--- src/hw/event_pkg.sv ---
// constants and types shared by the event status device and its host-side controller
package event_pkg;
    // link command codes
    localparam logic [7:0] CMD_STATUS_READ  = 8'h24;
    localparam logic [7:0] CMD_STATUS_WRITE = 8'hA4;
    localparam logic [15:0] CLEAR_ALL_VALUE = 16'h00FF;
    // flag layout of host_cpu_event_status
    localparam int FLAG_COUNT      = 10;
    localparam int BIT_OTG         = 9;
    localparam int BIT_ASYNC_DONE  = 8;
    localparam int BIT_INTR_DONE   = 7;
    localparam int BIT_CLOCK_READY = 6;
    localparam int BIT_SUSPENDED   = 5;
    localparam int BIT_OPER        = 4;
    localparam int BIT_ALL_XFER    = 3;
    localparam int BIT_ISO_BUF1    = 2;
    localparam int BIT_ISO_BUF0    = 1;
    localparam int BIT_SOF         = 0;
    localparam logic [FLAG_COUNT-1:0] FLAGS_RESET = 10'h000;
    localparam logic [5:0] RESERVED_READ = 6'h00;
    localparam int HW_CFG_IRQ_EN_BIT = 0;
    // controller register map, byte offsets
    localparam logic [7:0] OFS_CMD       = 8'h00;
    localparam logic [7:0] OFS_STATUS    = 8'h04;
    localparam logic [7:0] OFS_RDATA     = 8'h08;
    localparam logic [7:0] OFS_CAUSE     = 8'h0C;
    localparam logic [7:0] OFS_CLEAR_ALL = 8'h10;
    localparam logic [7:0] OFS_FOLLOW    = 8'h14;
    // follow-up read codes after reset; zero turns the follow-up read off until software reprograms them
    localparam logic [7:0] OTG_CAUSE_CODE_RST = 8'h00;
    localparam logic [7:0] OPER_CAUSE_CODE_RST = 8'h00;
    // AXI responses
    localparam logic [1:0] RESP_OKAY   = 2'h0;
    localparam logic [1:0] RESP_SLVERR = 2'h2;
    // controller states, one-hot
    typedef enum logic [2:0] {
        ST_IDLE   = 3'b001,
        ST_WAIT   = 3'b010,
        ST_FOLLOW = 3'b100
    } host_state_t;
endpackage

--- src/hw/event_link_if.sv ---
// command link between the event status device and its controlling processor
`timescale 1ns/1ps
`default_nettype none
interface event_link_if;
    import event_pkg::*;
    logic        cmd_valid;
    logic [7:0]  cmd_code;
    logic [15:0] cmd_wdata;
    logic        rsp_valid;
    logic [15:0] rsp_rdata;
    logic        host_irq_pin;
    modport dev (
        input  cmd_valid, cmd_code, cmd_wdata,
        output rsp_valid, rsp_rdata, host_irq_pin
    );
    modport host (
        output cmd_valid, cmd_code, cmd_wdata,
        input  rsp_valid, rsp_rdata, host_irq_pin
    );
endinterface
`default_nettype wire

--- src/hw/event_status_dev.sv ---
// host processor event status register with interrupt pin
`timescale 1ns/1ps
`default_nettype none
// Summary of operation
// RQ1: flags reset to zero, bits 15-10 reserved
// RQ2: pin needs flag, mask bit and global enable
// RQ3: read keeps flags; write one clears a flag
// RQ4: driver writes FFH to clear all flags; here FFH clears only bits 7:0, so bits 9 and 8 stay set
// RQ5: bit 9 on OTG event; read cause
// RQ6: bit 8 on async threshold or timeout
// RQ7: bit 7 on last descriptor with ack
// RQ8: bit 6 when woken clock runs again
// RQ9: suspend via control bits 7:6; sets bit 5
// RQ10: no start-of-frame sent while suspended
// RQ11: bit 4 on operational event; read cause
// RQ12: bit 3 on counter zero or end pin
// RQ13: bit 2 on iso buffer one done
// RQ14: bit 1 on iso buffer zero done
// RQ15: bit 0 at start of frame
// RQ16: zero writes keep flags; reserved reads zero
module event_status_dev
    import event_pkg::*;
(
    // clock, reset, enable
    input  wire logic                  aclk,
    input  wire logic                  aresetn,
    input  wire logic                  ce,
    // link to the processor
    event_link_if.dev                  link,
    // interrupt gating, held outside this block
    input  wire logic [FLAG_COUNT-1:0] host_cpu_event_mask,
    input  wire logic [15:0]           host_hw_config_reg,
    // suspend control, bits 7:6 of host_control_reg
    input  wire logic [1:0]            suspend_ctrl,
    input  wire logic                  wake_clock_on,
    // event sources, one-cycle pulses
    input  wire logic                  otg_event,
    input  wire logic                  async_count_hit,
    input  wire logic                  async_timeout_hit,
    input  wire logic                  intr_ack_seen,
    input  wire logic                  intr_list_last,
    input  wire logic                  oper_event,
    input  wire logic                  xfer_count_zero,
    input  wire logic                  end_of_transfer_pin,
    input  wire logic                  iso_buf1_last,
    input  wire logic                  iso_buf0_last,
    input  wire logic                  sof_state_enter,
    // frame and power status
    output logic                       sof_tx,
    output logic                       suspended
);
    typedef struct packed {
        logic        suspended;
        logic        ack_seen;
        logic        irq;
        logic        rsp_valid;
        logic [15:0] rsp_rdata;
        logic        sof_tx;
    } dev_state_t;

    dev_state_t            state_reg;
    dev_state_t            state_next;
    logic [FLAG_COUNT-1:0] flags;
    logic [FLAG_COUNT-1:0] set_pulse;
    logic [FLAG_COUNT-1:0] clr_mask;
    logic                  write_cmd;
    logic                  read_cmd;
    logic                  enter_suspend;
    logic                  leave_suspend;

    // command decode; only the write code touches flags
    assign write_cmd = link.cmd_valid && (link.cmd_code == CMD_STATUS_WRITE);
    assign read_cmd  = link.cmd_valid && (link.cmd_code == CMD_STATUS_READ);

    // reserved bits of the write are simply not wired to the flag bank
    assign clr_mask = write_cmd ? link.cmd_wdata[FLAG_COUNT-1:0] : '0; // RQ3 RQ16

    // suspend entry needs both control bits, exit needs the clock back
    assign enter_suspend = !state_reg.suspended && (suspend_ctrl == 2'h3); // RQ9
    assign leave_suspend = state_reg.suspended && wake_clock_on; // RQ8

    // event sources into flag positions
    always_comb begin
        set_pulse                  = '0;
        set_pulse[BIT_OTG]         = otg_event; // RQ5
        set_pulse[BIT_ASYNC_DONE]  = async_count_hit | async_timeout_hit; // RQ6
        // ack seen earlier in the list or on the last descriptor itself
        set_pulse[BIT_INTR_DONE]   = intr_list_last &
                                     (state_reg.ack_seen | intr_ack_seen); // RQ7
        set_pulse[BIT_CLOCK_READY] = leave_suspend; // RQ8
        set_pulse[BIT_SUSPENDED]   = enter_suspend; // RQ9
        set_pulse[BIT_OPER]        = oper_event; // RQ11
        set_pulse[BIT_ALL_XFER]    = xfer_count_zero | end_of_transfer_pin; // RQ12
        set_pulse[BIT_ISO_BUF1]    = iso_buf1_last; // RQ13
        set_pulse[BIT_ISO_BUF0]    = iso_buf0_last; // RQ14
        // a sleeping controller never enters the frame state
        set_pulse[BIT_SOF]         = sof_state_enter & ~state_reg.suspended; // RQ15
    end

    sticky_flags u_flags (
        .aclk      (aclk),
        .aresetn   (aresetn),
        .ce        (ce),
        .set_pulse (set_pulse),
        .clr_mask  (clr_mask),
        .flags     (flags)
    );

    // next state of the interface side
    always_comb begin
        state_next = state_reg;

        // suspend tracking
        if (enter_suspend) begin
            state_next.suspended = 1'b1; // RQ9
        end else if (leave_suspend) begin
            state_next.suspended = 1'b0;
        end

        // ack memory spans one pass of the interrupt list
        if (intr_list_last) begin
            state_next.ack_seen = 1'b0;
        end else if (intr_ack_seen) begin
            state_next.ack_seen = 1'b1;
        end

        // pin is registered so it is glitch free; one cycle behind the flags
        state_next.irq = (|(flags & host_cpu_event_mask)) &&
                         host_hw_config_reg[HW_CFG_IRQ_EN_BIT]; // RQ2

        // every command gets one answer pulse; unknown codes read zero
        state_next.rsp_valid = link.cmd_valid;
        if (read_cmd) begin
            state_next.rsp_rdata = {RESERVED_READ, flags}; // RQ3 RQ16
        end else if (link.cmd_valid) begin
            state_next.rsp_rdata = 16'h0000;
        end

        // frames stop going out once suspended
        state_next.sof_tx = sof_state_enter && !state_reg.suspended &&
                            !enter_suspend; // RQ10
    end

    // single register for the whole interface state
    always_ff @(posedge aclk) begin
        if (!aresetn) begin
            state_reg.suspended <= 1'b0;
            state_reg.ack_seen  <= 1'b0;
            state_reg.irq       <= 1'b0;
            state_reg.rsp_valid <= 1'b0;
            state_reg.rsp_rdata <= 16'h0000;
            state_reg.sof_tx    <= 1'b0;
        end else if (ce) begin
            state_reg <= state_next;
        end
    end

    // outputs straight from flops
    assign link.host_irq_pin = state_reg.irq;
    assign link.rsp_valid    = state_reg.rsp_valid;
    assign link.rsp_rdata    = state_reg.rsp_rdata;
    assign sof_tx            = state_reg.sof_tx;
    assign suspended         = state_reg.suspended;
endmodule
`default_nettype wire

--- src/hw/sticky_flags.sv ---
// bank of sticky event flags, cleared by writing one
`timescale 1ns/1ps
`default_nettype none
module sticky_flags
    import event_pkg::*;
(
    // clock and reset
    input  wire logic                  aclk,
    input  wire logic                  aresetn,
    input  wire logic                  ce,
    // set and clear
    input  wire logic [FLAG_COUNT-1:0] set_pulse,
    input  wire logic [FLAG_COUNT-1:0] clr_mask,
    // flags
    output logic      [FLAG_COUNT-1:0] flags
);
    typedef struct packed {
        logic [FLAG_COUNT-1:0] flags;
    } flag_state_t;

    flag_state_t               state_reg;
    flag_state_t               state_next;
    logic [FLAG_COUNT-1:0]     bit_next;

    // per bit: a new event beats a clear in the same cycle
    genvar i;
    for (i = 0; i < FLAG_COUNT; i++) begin : g_bit
        assign bit_next[i] = set_pulse[i] | (state_reg.flags[i] & ~clr_mask[i]); // RQ3 RQ16
    end

    always_comb begin
        state_next       = state_reg;
        state_next.flags = bit_next;
    end

    // flags come up clear so nothing fires at power-on
    always_ff @(posedge aclk) begin
        if (!aresetn) begin
            state_reg.flags <= FLAGS_RESET; // RQ1
        end else if (ce) begin
            state_reg <= state_next;
        end
    end

    assign flags = state_reg.flags;
endmodule
`default_nettype wire

--- src/flat_wrapper.sv ---
// flat-port wrapper written by rule: the top's interface ports become plain ports
module event_status_dev_flat import event_pkg::*;
  (aclk, aresetn, ce, host_cpu_event_mask, host_hw_config_reg, suspend_ctrl, wake_clock_on, otg_event, async_count_hit, async_timeout_hit, intr_ack_seen, intr_list_last, oper_event, xfer_count_zero, end_of_transfer_pin, iso_buf1_last, iso_buf0_last, sof_state_enter, sof_tx, suspended, link_cmd_valid, link_cmd_code, link_cmd_wdata, link_rsp_valid, link_rsp_rdata, link_host_irq_pin);
  event_link_if link_i ();
  input  wire logic aclk;
  input  wire logic aresetn;
  input  wire logic ce;
  input  wire logic [FLAG_COUNT-1:0] host_cpu_event_mask;
  input  wire logic [15:0] host_hw_config_reg;
  input  wire logic [1:0] suspend_ctrl;
  input  wire logic wake_clock_on;
  input  wire logic otg_event;
  input  wire logic async_count_hit;
  input  wire logic async_timeout_hit;
  input  wire logic intr_ack_seen;
  input  wire logic intr_list_last;
  input  wire logic oper_event;
  input  wire logic xfer_count_zero;
  input  wire logic end_of_transfer_pin;
  input  wire logic iso_buf1_last;
  input  wire logic iso_buf0_last;
  input  wire logic sof_state_enter;
  output logic sof_tx;
  output logic suspended;
  input wire logic [$bits(link_i.cmd_valid)-1:0] link_cmd_valid;
  input wire logic [$bits(link_i.cmd_code)-1:0] link_cmd_code;
  input wire logic [$bits(link_i.cmd_wdata)-1:0] link_cmd_wdata;
  output wire logic [$bits(link_i.rsp_valid)-1:0] link_rsp_valid;
  output wire logic [$bits(link_i.rsp_rdata)-1:0] link_rsp_rdata;
  output wire logic [$bits(link_i.host_irq_pin)-1:0] link_host_irq_pin;
  assign link_i.cmd_valid = link_cmd_valid;
  assign link_i.cmd_code = link_cmd_code;
  assign link_i.cmd_wdata = link_cmd_wdata;
  assign link_rsp_valid = link_i.rsp_valid;
  assign link_rsp_rdata = link_i.rsp_rdata;
  assign link_host_irq_pin = link_i.host_irq_pin;
  event_status_dev u_core (.aclk(aclk), .aresetn(aresetn), .ce(ce), .link(link_i), .host_cpu_event_mask(host_cpu_event_mask), .host_hw_config_reg(host_hw_config_reg), .suspend_ctrl(suspend_ctrl), .wake_clock_on(wake_clock_on), .otg_event(otg_event), .async_count_hit(async_count_hit), .async_timeout_hit(async_timeout_hit), .intr_ack_seen(intr_ack_seen), .intr_list_last(intr_list_last), .oper_event(oper_event), .xfer_count_zero(xfer_count_zero), .end_of_transfer_pin(end_of_transfer_pin), .iso_buf1_last(iso_buf1_last), .iso_buf0_last(iso_buf0_last), .sof_state_enter(sof_state_enter), .sof_tx(sof_tx), .suspended(suspended));
endmodule
--- config.mk ---
export PLATFORM = sky130hd
export DESIGN_NAME = event_status_dev_flat
export DESIGN_NICKNAME = d
export VERILOG_FILES = /design/src/hw/event_pkg.sv /design/src/hw/event_link_if.sv /design/src/hw/event_status_dev.sv /design/src/hw/sticky_flags.sv /design/src/flat_wrapper.sv
export SDC_FILE = /design/constraint.sdc
export NUM_CORES = 1
export LEC_CHECK = 0
export BUFFER_PORTS_ARGS = -buffer_cell sky130_fd_sc_hd__clkbuf_2
export CAP_MARGIN = 10
export CORE_MARGIN = 2
export CORE_UTILIZATION = 41
export DETAILED_ROUTE_END_ITERATION = 10
export PLACE_DENSITY = 0.91
export SETUP_SLACK_MARGIN = 0.4
export SLEW_MARGIN = 20
export SYNTH_ARGS = -nofsm -noshare
export SYNTH_HDL_FRONTEND = slang
export SYNTH_HIERARCHICAL = 1
export SYNTH_SLANG_ARGS = --single-unit
--- constraint.sdc ---
create_clock -name aclk -period 1.4 [get_ports aclk]
set_input_delay 0.07 -clock aclk [delete_from_list [all_inputs] [get_ports aclk]]
set_output_delay 0.07 -clock aclk [all_outputs]
set_load 0.01 [all_outputs]
======== Word-level counts from Yosys, hierarchy flattened ========
Index checks and enable logic that the tools add are counted.
operators by class
  equality and inequality tests ........... 3
  multiplexer cells ....................... 7
  bitwise operators ....................... 37
  reduce and logical (&&, ||, !) cells .... 16
operators by type and width
  operator                                              number
  two-way mux 16 bit                                    2
  OR 1 bit                                              13
  AND 1 bit                                             12
  NOT 1 bit                                             11
  AND 10 bit                                            1
  two-way mux 10 bit                                    1
  OR reduction 10 bit                                   1
  equality test 8 x 6 -> 1 bit (second input constant)  1
  equality test 8 bit (second input constant)           1
  logical AND 1 bit                                     7
  AND reduction 2 bit                                   3
  nonzero test 2 bit                                    3
  two-way mux 1 bit                                     4
  equality test 2 bit (second input constant)           1
  logical NOT 1 bit                                     2
word-level totals
  register bits after elaboration ......... 31
  input bits .............................. 68
  output and inout bits ................... 20
  word-level logic and storage cells ...... 70

======== Logic depth before layout (Yosys ltp) ========
Gate-level depths: netlist of the first run.
  word-level depth ........................ 6
  gate-level depth with buffers ........... 5
  gate-level depth less buffers ........... 5

======== By module ========
Netlist of the first run, hierarchy kept.
by module, submodules not included
  module            instances  cells each  area each (sq um)  seq. area each (sq um)
  event_status_dev  1          93          849.6              300.3
  sticky_flags      1          44          420.4              200.2

======== Worst setup path before layout of the first run ========
OpenSTA, ideal clock, no wires.
  path type ............................... input -> register
  start ................................... input link_cmd_code[1]
  end ..................................... register u_core/u_flags/flags[9] (netlist name)
  library setup time ...................... 0.115 ns
  arrival ................................. 1.076 ns
  required time ........................... 1.285 ns
  path slack .............................. 0.208 ns
  cell stages on the path ................. 5
  buffers on the path ..................... 0
  cell sequence ........................... or2_1 > nor3_2 > and3_1 > nand2_1 > a31o_1
between the ends
  longest elaborated chain between the ends .. 6
RTL lines
  element                       RTL line                source
  from (decl)                   flat_wrapper.sv:26      input wire logic [$bits(link_i.cmd_code)-1:0] link_cmd_code;
  equality test 8 bit           event_status_dev.sv:72  assign write_cmd = link.cmd_valid && (link.cmd_code == CMD_STATUS_WRITE);
  logical AND 1 bit             event_status_dev.sv:72
  two-way mux 10 bit            event_status_dev.sv:76  assign clr_mask = write_cmd ? link.cmd_wdata[FLAG_COUNT-1:0] : '0;
  named net u_core.clr_mask[9]  event_status_dev.sv:65  logic [FLAG_COUNT-1:0] clr_mask;
  NOT 1 bit                     sticky_flags.sv:28      assign bit_next[i] = set_pulse[i] | (state_reg.flags[i] & ~clr_mask[i]);
  AND 1 bit                     sticky_flags.sv:28
  OR 1 bit                      sticky_flags.sv:28
The timed path passes the listed nets, and every way through them passes these cells.
A chain may end at the register's enable or synchronous reset.

======== Final worst setup path of the first run ========
  start ................................... register u_core/u_flags/flags[2] (netlist name)
  end ..................................... register u_core.state_reg (netlist bit u_core/link.host_irq_pin)
between the ends
  longest elaborated chain between the ends .. 3
RTL lines
  element               RTL line                 source
  AND 10 bit            event_status_dev.sv:128  state_next.irq = (|(flags & host_cpu_event_mask)) &&
  OR reduction 10 bit   event_status_dev.sv:128
  logical AND 1 bit     event_status_dev.sv:128
  to (signal assigned)  event_status_dev.sv:154  state_reg <= state_next;
  to (decl)             event_status_dev.sv:61   dev_state_t state_reg;
No other way between the ends.

==> flow_summary.ini, run 1 <==
[run_status]
outcome = finished clean

[sta]
setup-violations-final = 0
rsz0062_at_grt = yes
finClkSkew_ns = 0.0144
drv_slew = 0
layout_min_cycle_time_ns = 1.01
setup_tns_ns = 0
period_share_pct = 72.3
max_freq_mhz = 988
hold_viol = 0
hold_slack_ns = 0.0134
setup_slack_ns = 0.388

[layout]
reg_top3 = u_core/link.rsp_rdata x10, u_core/u_flags/flags x10
post-route-util_pct = 53.6
syn_to_final_growth_pct = 26.8
drive_gt1_share_pct = 47.2
antenna_cells = 0
nets = 262
fillers = 306
design_area_mm2 = 0.00161

[critical_path]
crit_path_max_fanout = 2
crit_required_ns = 1.62
crit_type = reg -> reg
slowest_delay_ns = 0.36
crit_arrival_ns = 1.23
reg2reg_from = u_core/u_flags/flags[2]
end_kind = flop
worstPathCellList = a22oi_2, a21oi_1, a311o_1
critPathLaunch = u_core/u_flags/flags[2]
reg2reg_to = u_core/link.host_irq_pin
reg2reg_depth = 3
cpMaxStageDelayCell = dfxtp_2
start_kind = flop
r2r_setup_slack_ns = 0.39
endpoint = u_core/link.host_irq_pin

[clock_tree]
root_buffer = clkbuf_4
cts_sinks = 25
clk_pin_slew_ns = 0.15
clockBufferDepth = 2
clk_latency_ns = 0.32
h-tree-depth = 1
cts_tree = yes
cts_buffers = 3

[global_route]
grt_first_pass_wirelength_mm = 4.42
grt_use_total_pct = 16.4
antenna_found_initial = 0
grt_pass1_vias = 1071
grt_max_degree = 18
grt.overflow.total = 0

[synth]
synthArstFlopShare_pct = 0
synth_commonest_cells = 25 x dfxtp_1, 20 x and3_1, 18 x nand2_1, 16 x buf_4
synth_edf_count = 0
ys_top_cells_by_area = dfxtp_1 39%, and3_1 9.9%, buf_4 9.5%, a22o_1 6.9%, a31o_1 6.9%
ys_seq_elements = 25
yosys.area.top_type = dfxtp_1
syn_inst = 137
yosys.area.top_type_share_pct = 39.4
ys_seq_area_share_pct = 39.4
synth.avg_cell_area_um2 = 9.27
ys.flop_type = dfxtp_1
synth_area_mm2 = 0.00127
yosysMostFrequentCell = dfxtp_1
ys_warn_count = 6
synth.distinct_cells = 29

[place]
place_hpwl_mm = 2.21
place_area_mm2 = 0.00150
post-place-ws_ns = 0.102
routabilityCongestion = 0.774
portBuffers = 60

[floorplan]
dieArea_mm2 = 0.00356
floorplan.initialDensity_pct = 42.3
die_w_um = 59.7
die_h_um = 59.7
core_mm2 = 0.00300
fp-row-count = 20
pin_count = 88

[drt]
dr.pass1.iters = 4
num_vias = 1184
routedWlPerCell_um = 13.1
drt_wl_total_mm = 2.95
drt_iter0_drc = 38
detail-route-antenna-nets = 0
route.detailed.drc = 0
viasPerCell = 5.24

[hold_path]
holdCritPathClass = in -> reg

[run]
drv_cap = 0

[pwr]
vdd_drop_max_v = 0.000378
p_leak_nw = 0.813
powerDensity_mw_per_mm2 = 826
critical path: cells and delay by family, from the launching register on:
kind	cells	cell delay (ns)
AO/OA/AOI/OAI	3	0.55
flip-flops	1	0.36
cells by family (layout without fill, tap and decap cells):
family	count (synthesis)	in the layout	share of synthesized area, %
buffers and inverters	24	74	13.3
DFF	25	25	39.4
AOI/OAI and AO/OA	33	33	21.2
other	1	6	0.295
and+or+nand+nor	54	55	25.8
per-stage QoR:
stage / std cells / total power [mW]
6_report: 226 / 1.33
5_1_grt: 226 / 1.40
4_1_cts: 224 / 1.33
3_5_place_dp: 215 / 0.976
3_3_place_gp: 215 / 0.969
2_1_floorplan: 142 / 0.895
worst min path at each step:
stage | to | slack [ns] | start | depth (start not counted)
2_1_floorplan | u_core/state_reg[19] | 0.19 | aresetn | 2
3_3_place_gp | u_core/state_reg[19] | 0.32 | intr_ack_seen | 3
3_5_place_dp | u_core/state_reg[19] | 0.36 | intr_list_last | 4
4_1_cts | u_core/state_reg[19] | 0.01 | intr_list_last | 4
5_1_grt | u_core/state_reg[19] | 0.009 | intr_ack_seen | 3
6_report | u_core/suspended | 0.01 | wake_clock_on | 4
placed cells by master, fill, tap and decap left out:
master         instances
a22oi_2                3
inv_1                  1
buf_4                  8
nor3_2                 1
a311o_1                1
o21a_1                 1
or2_4                  1
a22o_1                10
a21boi_1               1
nor3_4                 1
a31o_1                10
nor2b_1                1
nand2b_1               1
nand4bb_4              1
nor4_4                 1
nand3_1                2
dfxtp_2                9
a21boi_0               2
clkbuf_2              60
or3_1                  1
and3_1                20
clkbuf_4               3
dlygate4sd3_1          1
and2_1                 2
nor2_1                 2
nand2_1               18
conb_1                 6
clkinvlp_4             1
dfxtp_1               16
or2_2                  2
a31oi_1                1
a21oi_1                2
a22oi_1                2
nand4b_1               1
per-layer routing:
layer	wire [µm]	share of wire [%]	vias up	track usage (%)
met5	0	0	-	0
met4	67	2.3	0	8.89
met3	177	6.0	6	1.95
met2	1370	47	48	26.7
met1	1330	45	536	21.1
li1	-	-	594	-
power breakdown:
part	switching, mW	internal, mW	leakage, nW
Clock	0.225	0.109	0.0139
Combinational	0.106	0.121	0.592
Sequential	0.0226	0.746	0.207
area by class of cell:
class	instances	area (µm²)	area share (%)
inverters	1	3.75	0.233
flip-flops and latches	25	512	31.8
repair buffers	69	370	23.0
clock buffers	3	22.5	1.40
well taps	33	41.3	2.56
multi-input cells	94	653	40.6
clock inverters	1	7.51	0.466
what timing repair did:
action | in CTS | in global routing
setup buffers | 5 | 0
hold buffers | 0 | 1
pin swaps | 1 | 1
endpoints found under the setup margin | 1 | 7
endpoints found under the hold margin | 0 | 1
resized for setup | 9 | 4
cloned | 0 | 1
No activity file was read; power rests on OpenSTA's default activity.
==> inputs of run 2 (changes only) <==
==> constraint.sdc (replaced) <==
create_clock -name aclk -period 1.1 [get_ports aclk]
set_input_delay 0.055 -clock aclk [delete_from_list [all_inputs] [get_ports aclk]]
set_output_delay 0.055 -clock aclk [all_outputs]
set_load 0.01 [all_outputs]
==> run 2 against run 1 <==
  * Cell count is 6.2% higher
  * Setup slack worse by 0.32 ns
  * Final area is 16% higher
  * Sequential power is 27% higher
  * Non-clock buffer count is 14 higher
  * Via count is 7.1% higher
  * Global-route usage is 2.3 points higher
  * Utilization is 8.6 points higher
  * First-iteration DRC count is 11% lower
  * Hold slack better by 0.00070 ns
  * Maximum frequency is 2.2% lower
  * Sequential share of layout area is 3.5 points lower
  * Critical endpoint unchanged
  * Largest power group unchanged
==> flow_summary.ini, run 2 (same netlist as run 1, synthesis figures left out) <==
[global_route]
met2_usage_pct = 32.1
grt_first_pass_wirelength_mm = 5.01
grt_max_degree = 16
met3_usage_pct = 3.03
busiest_layer = met2
grt_pass1_vias = 1162
grt.overflow.total = 0
met1_usage_pct = 23.5
antenna_found_initial = 0
grt_use_total_pct = 18.7

[layout]
antenna_cells = 0
nets = 276
fillers = 260
mostFrequentLayoutCells = 47 x clkbuf_2, 19 x buf_4, 19 x and3_1, 19 x dfxtp_2, 18 x nand2_1
reg_top3 = u_core/link.rsp_rdata x10, u_core/u_flags/flags x10
regArea_um2 = 528
design_area_mm2 = 0.00187
multiInputGateArea_um2 = 701
drive_gt1_share_pct = 59.4
mostFrequentLayoutCell = clkbuf_2
syn_to_final_growth_pct = 47.2

[pwr]
p_leak_nw = 0.937
vdd_drop_max_v = 0.000456
powerDensity_mw_per_mm2 = 926
switching_share_pct = 26.2
p_int_mw = 1.28
p_switching_mw = 0.452
p_seq_share_pct = 56.6
comb_power_share_pct = 19.3
pwr-share-clk_pct = 24.0

[critical_path]
worstPathCellList = a22oi_2, a21oi_2, a311o_1
crit_required_ns = 1.32
end_kind = flop
crit_arrival_ns = 1.25
cpMaxStageDelayCell = dfxtp_2
start_kind = flop
slowest_delay_ns = 0.35
crit_path_max_fanout = 2
crit_type = reg -> reg

[sta]
period_share_pct = 94.1
hold_viol = 0
setup-violations-final = 0
setup_tns_ns = 0
finClkSkew_ns = 0.0105
max_freq_mhz = 966
layout_min_cycle_time_ns = 1.03
rsz0062_at_grt = yes
drv_slew = 0
hold_slack_ns = 0.0141
setup_slack_ns = 0.0652

[drt]
detail-route-antenna-nets = 0
num_vias = 1268
dr.pass1.iters = 4
drt_wl_total_mm = 3.28
drt_iter0_drc = 34
routedWlPerCell_um = 13.7
viasPerCell = 5.28
route.detailed.drc = 0

[clock_tree]
root_buffer = clkbuf_4
cts_tree = yes
cts_sinks = 25
clk_pin_slew_ns = 0.14
h-tree-depth = 1
clk_latency_ns = 0.32
clockBufferDepth = 2
cts_buffers = 3

[place]
portBuffers = 60
post-place-ws_ns = -0.176
place_area_mm2 = 0.00158
place_hpwl_mm = 2.38
routabilityCongestion = 0.791

[floorplan]
pin_count = 88
core_mm2 = 0.00300
die_w_um = 59.7
dieArea_mm2 = 0.00356
floorplan.initialDensity_pct = 42.3
fp-row-count = 20
die_h_um = 59.7

[run]
drv_cap = 0

[run_status]
outcome = finished clean

[hold_path]
holdCritPathClass = in -> reg
-- run 2: changes by cell type in the layout (fill, tap and decap cells not counted), moves of 2 or more --
cell      delta
clkbuf_2    -13
a22oi_1      -2
buf_6       +15
dfxtp_2     +10
dfxtp_1     -11
a22oi_2      +2
buf_4       +11
-- run 2: cell type report --
cell class                 instances  share of cell area [%]
clock buffer                       3                    1.20
inverter                           1                   0.201
tap                               33                    2.21
multi-input combinational         94                    37.5
sequential                        25                    28.2
clock inverter                     1                   0.335
timing repair buffer              83                    30.3
-- run 2: per-stage QoR --
stage	util, %	cells	power [mW]
2_1_floorplan	-	142	1.14
3_3_place_gp	52.5	225	1.26
3_5_place_dp	52.5	225	1.27
4_1_cts	58.3	239	1.73
5_1_grt	62.3	240	1.82
6_report	62.3	240	1.73
-- run 2: per-layer routing --
layer	up-vias	share of wire [%]
met5	-	0
met1	588	41
met3	4	7.5
li1	618	-
met4	0	1.3
met2	58	50
-- run 2: path summary, 6_finish.rpt --
| check | from | to | slack (ns) | cells past startpoint |
|---|---|---|---|---|
| setup / recovery | u_core/u_flags/flags[2] | u_core/link.host_irq_pin | 0.07 | 3 |
| hold / removal | wake_clock_on | u_core/suspended | 0.01 | 4 |
| setup reg to reg | u_core/u_flags/flags[2] | u_core/link.host_irq_pin | 0.07 | 3 |
| hold reg to reg | u_core/state_reg[19] | u_core/state_reg[19] | 0.49 | 2 |
-- run 2: critical path, delay by kind of cell (launching register included) --
kind	cells	cell delay [ns]
AOI/OAI and AO/OA	3	0.58
DFF	1	0.35
-- run 2: timing repair --
item / in CTS / in global routing
hold buffers: 2 / 0
resized for setup: 28 / 34
cloned: 2 / 0
buffers inserted: 6 / 1
hold endpoints to repair: 1 / 0
setup endpoints to repair: 37 / 37
pin swaps: 29 / 9
-- run 2: power groups by stage --
| stage | registers, mW | clock network (mW) | logic (mW) |
|---|---|---|---|
| floorplan | 0.989 | 0 | 0.149 |
| global placement | 0.989 | 0 | 0.275 |
| detailed placement | 0.991 | 0 | 0.281 |
| CTS | 0.975 | 0.432 | 0.319 |
| global route | 0.986 | 0.468 | 0.367 |
| finish | 0.980 | 0.416 | 0.334 |
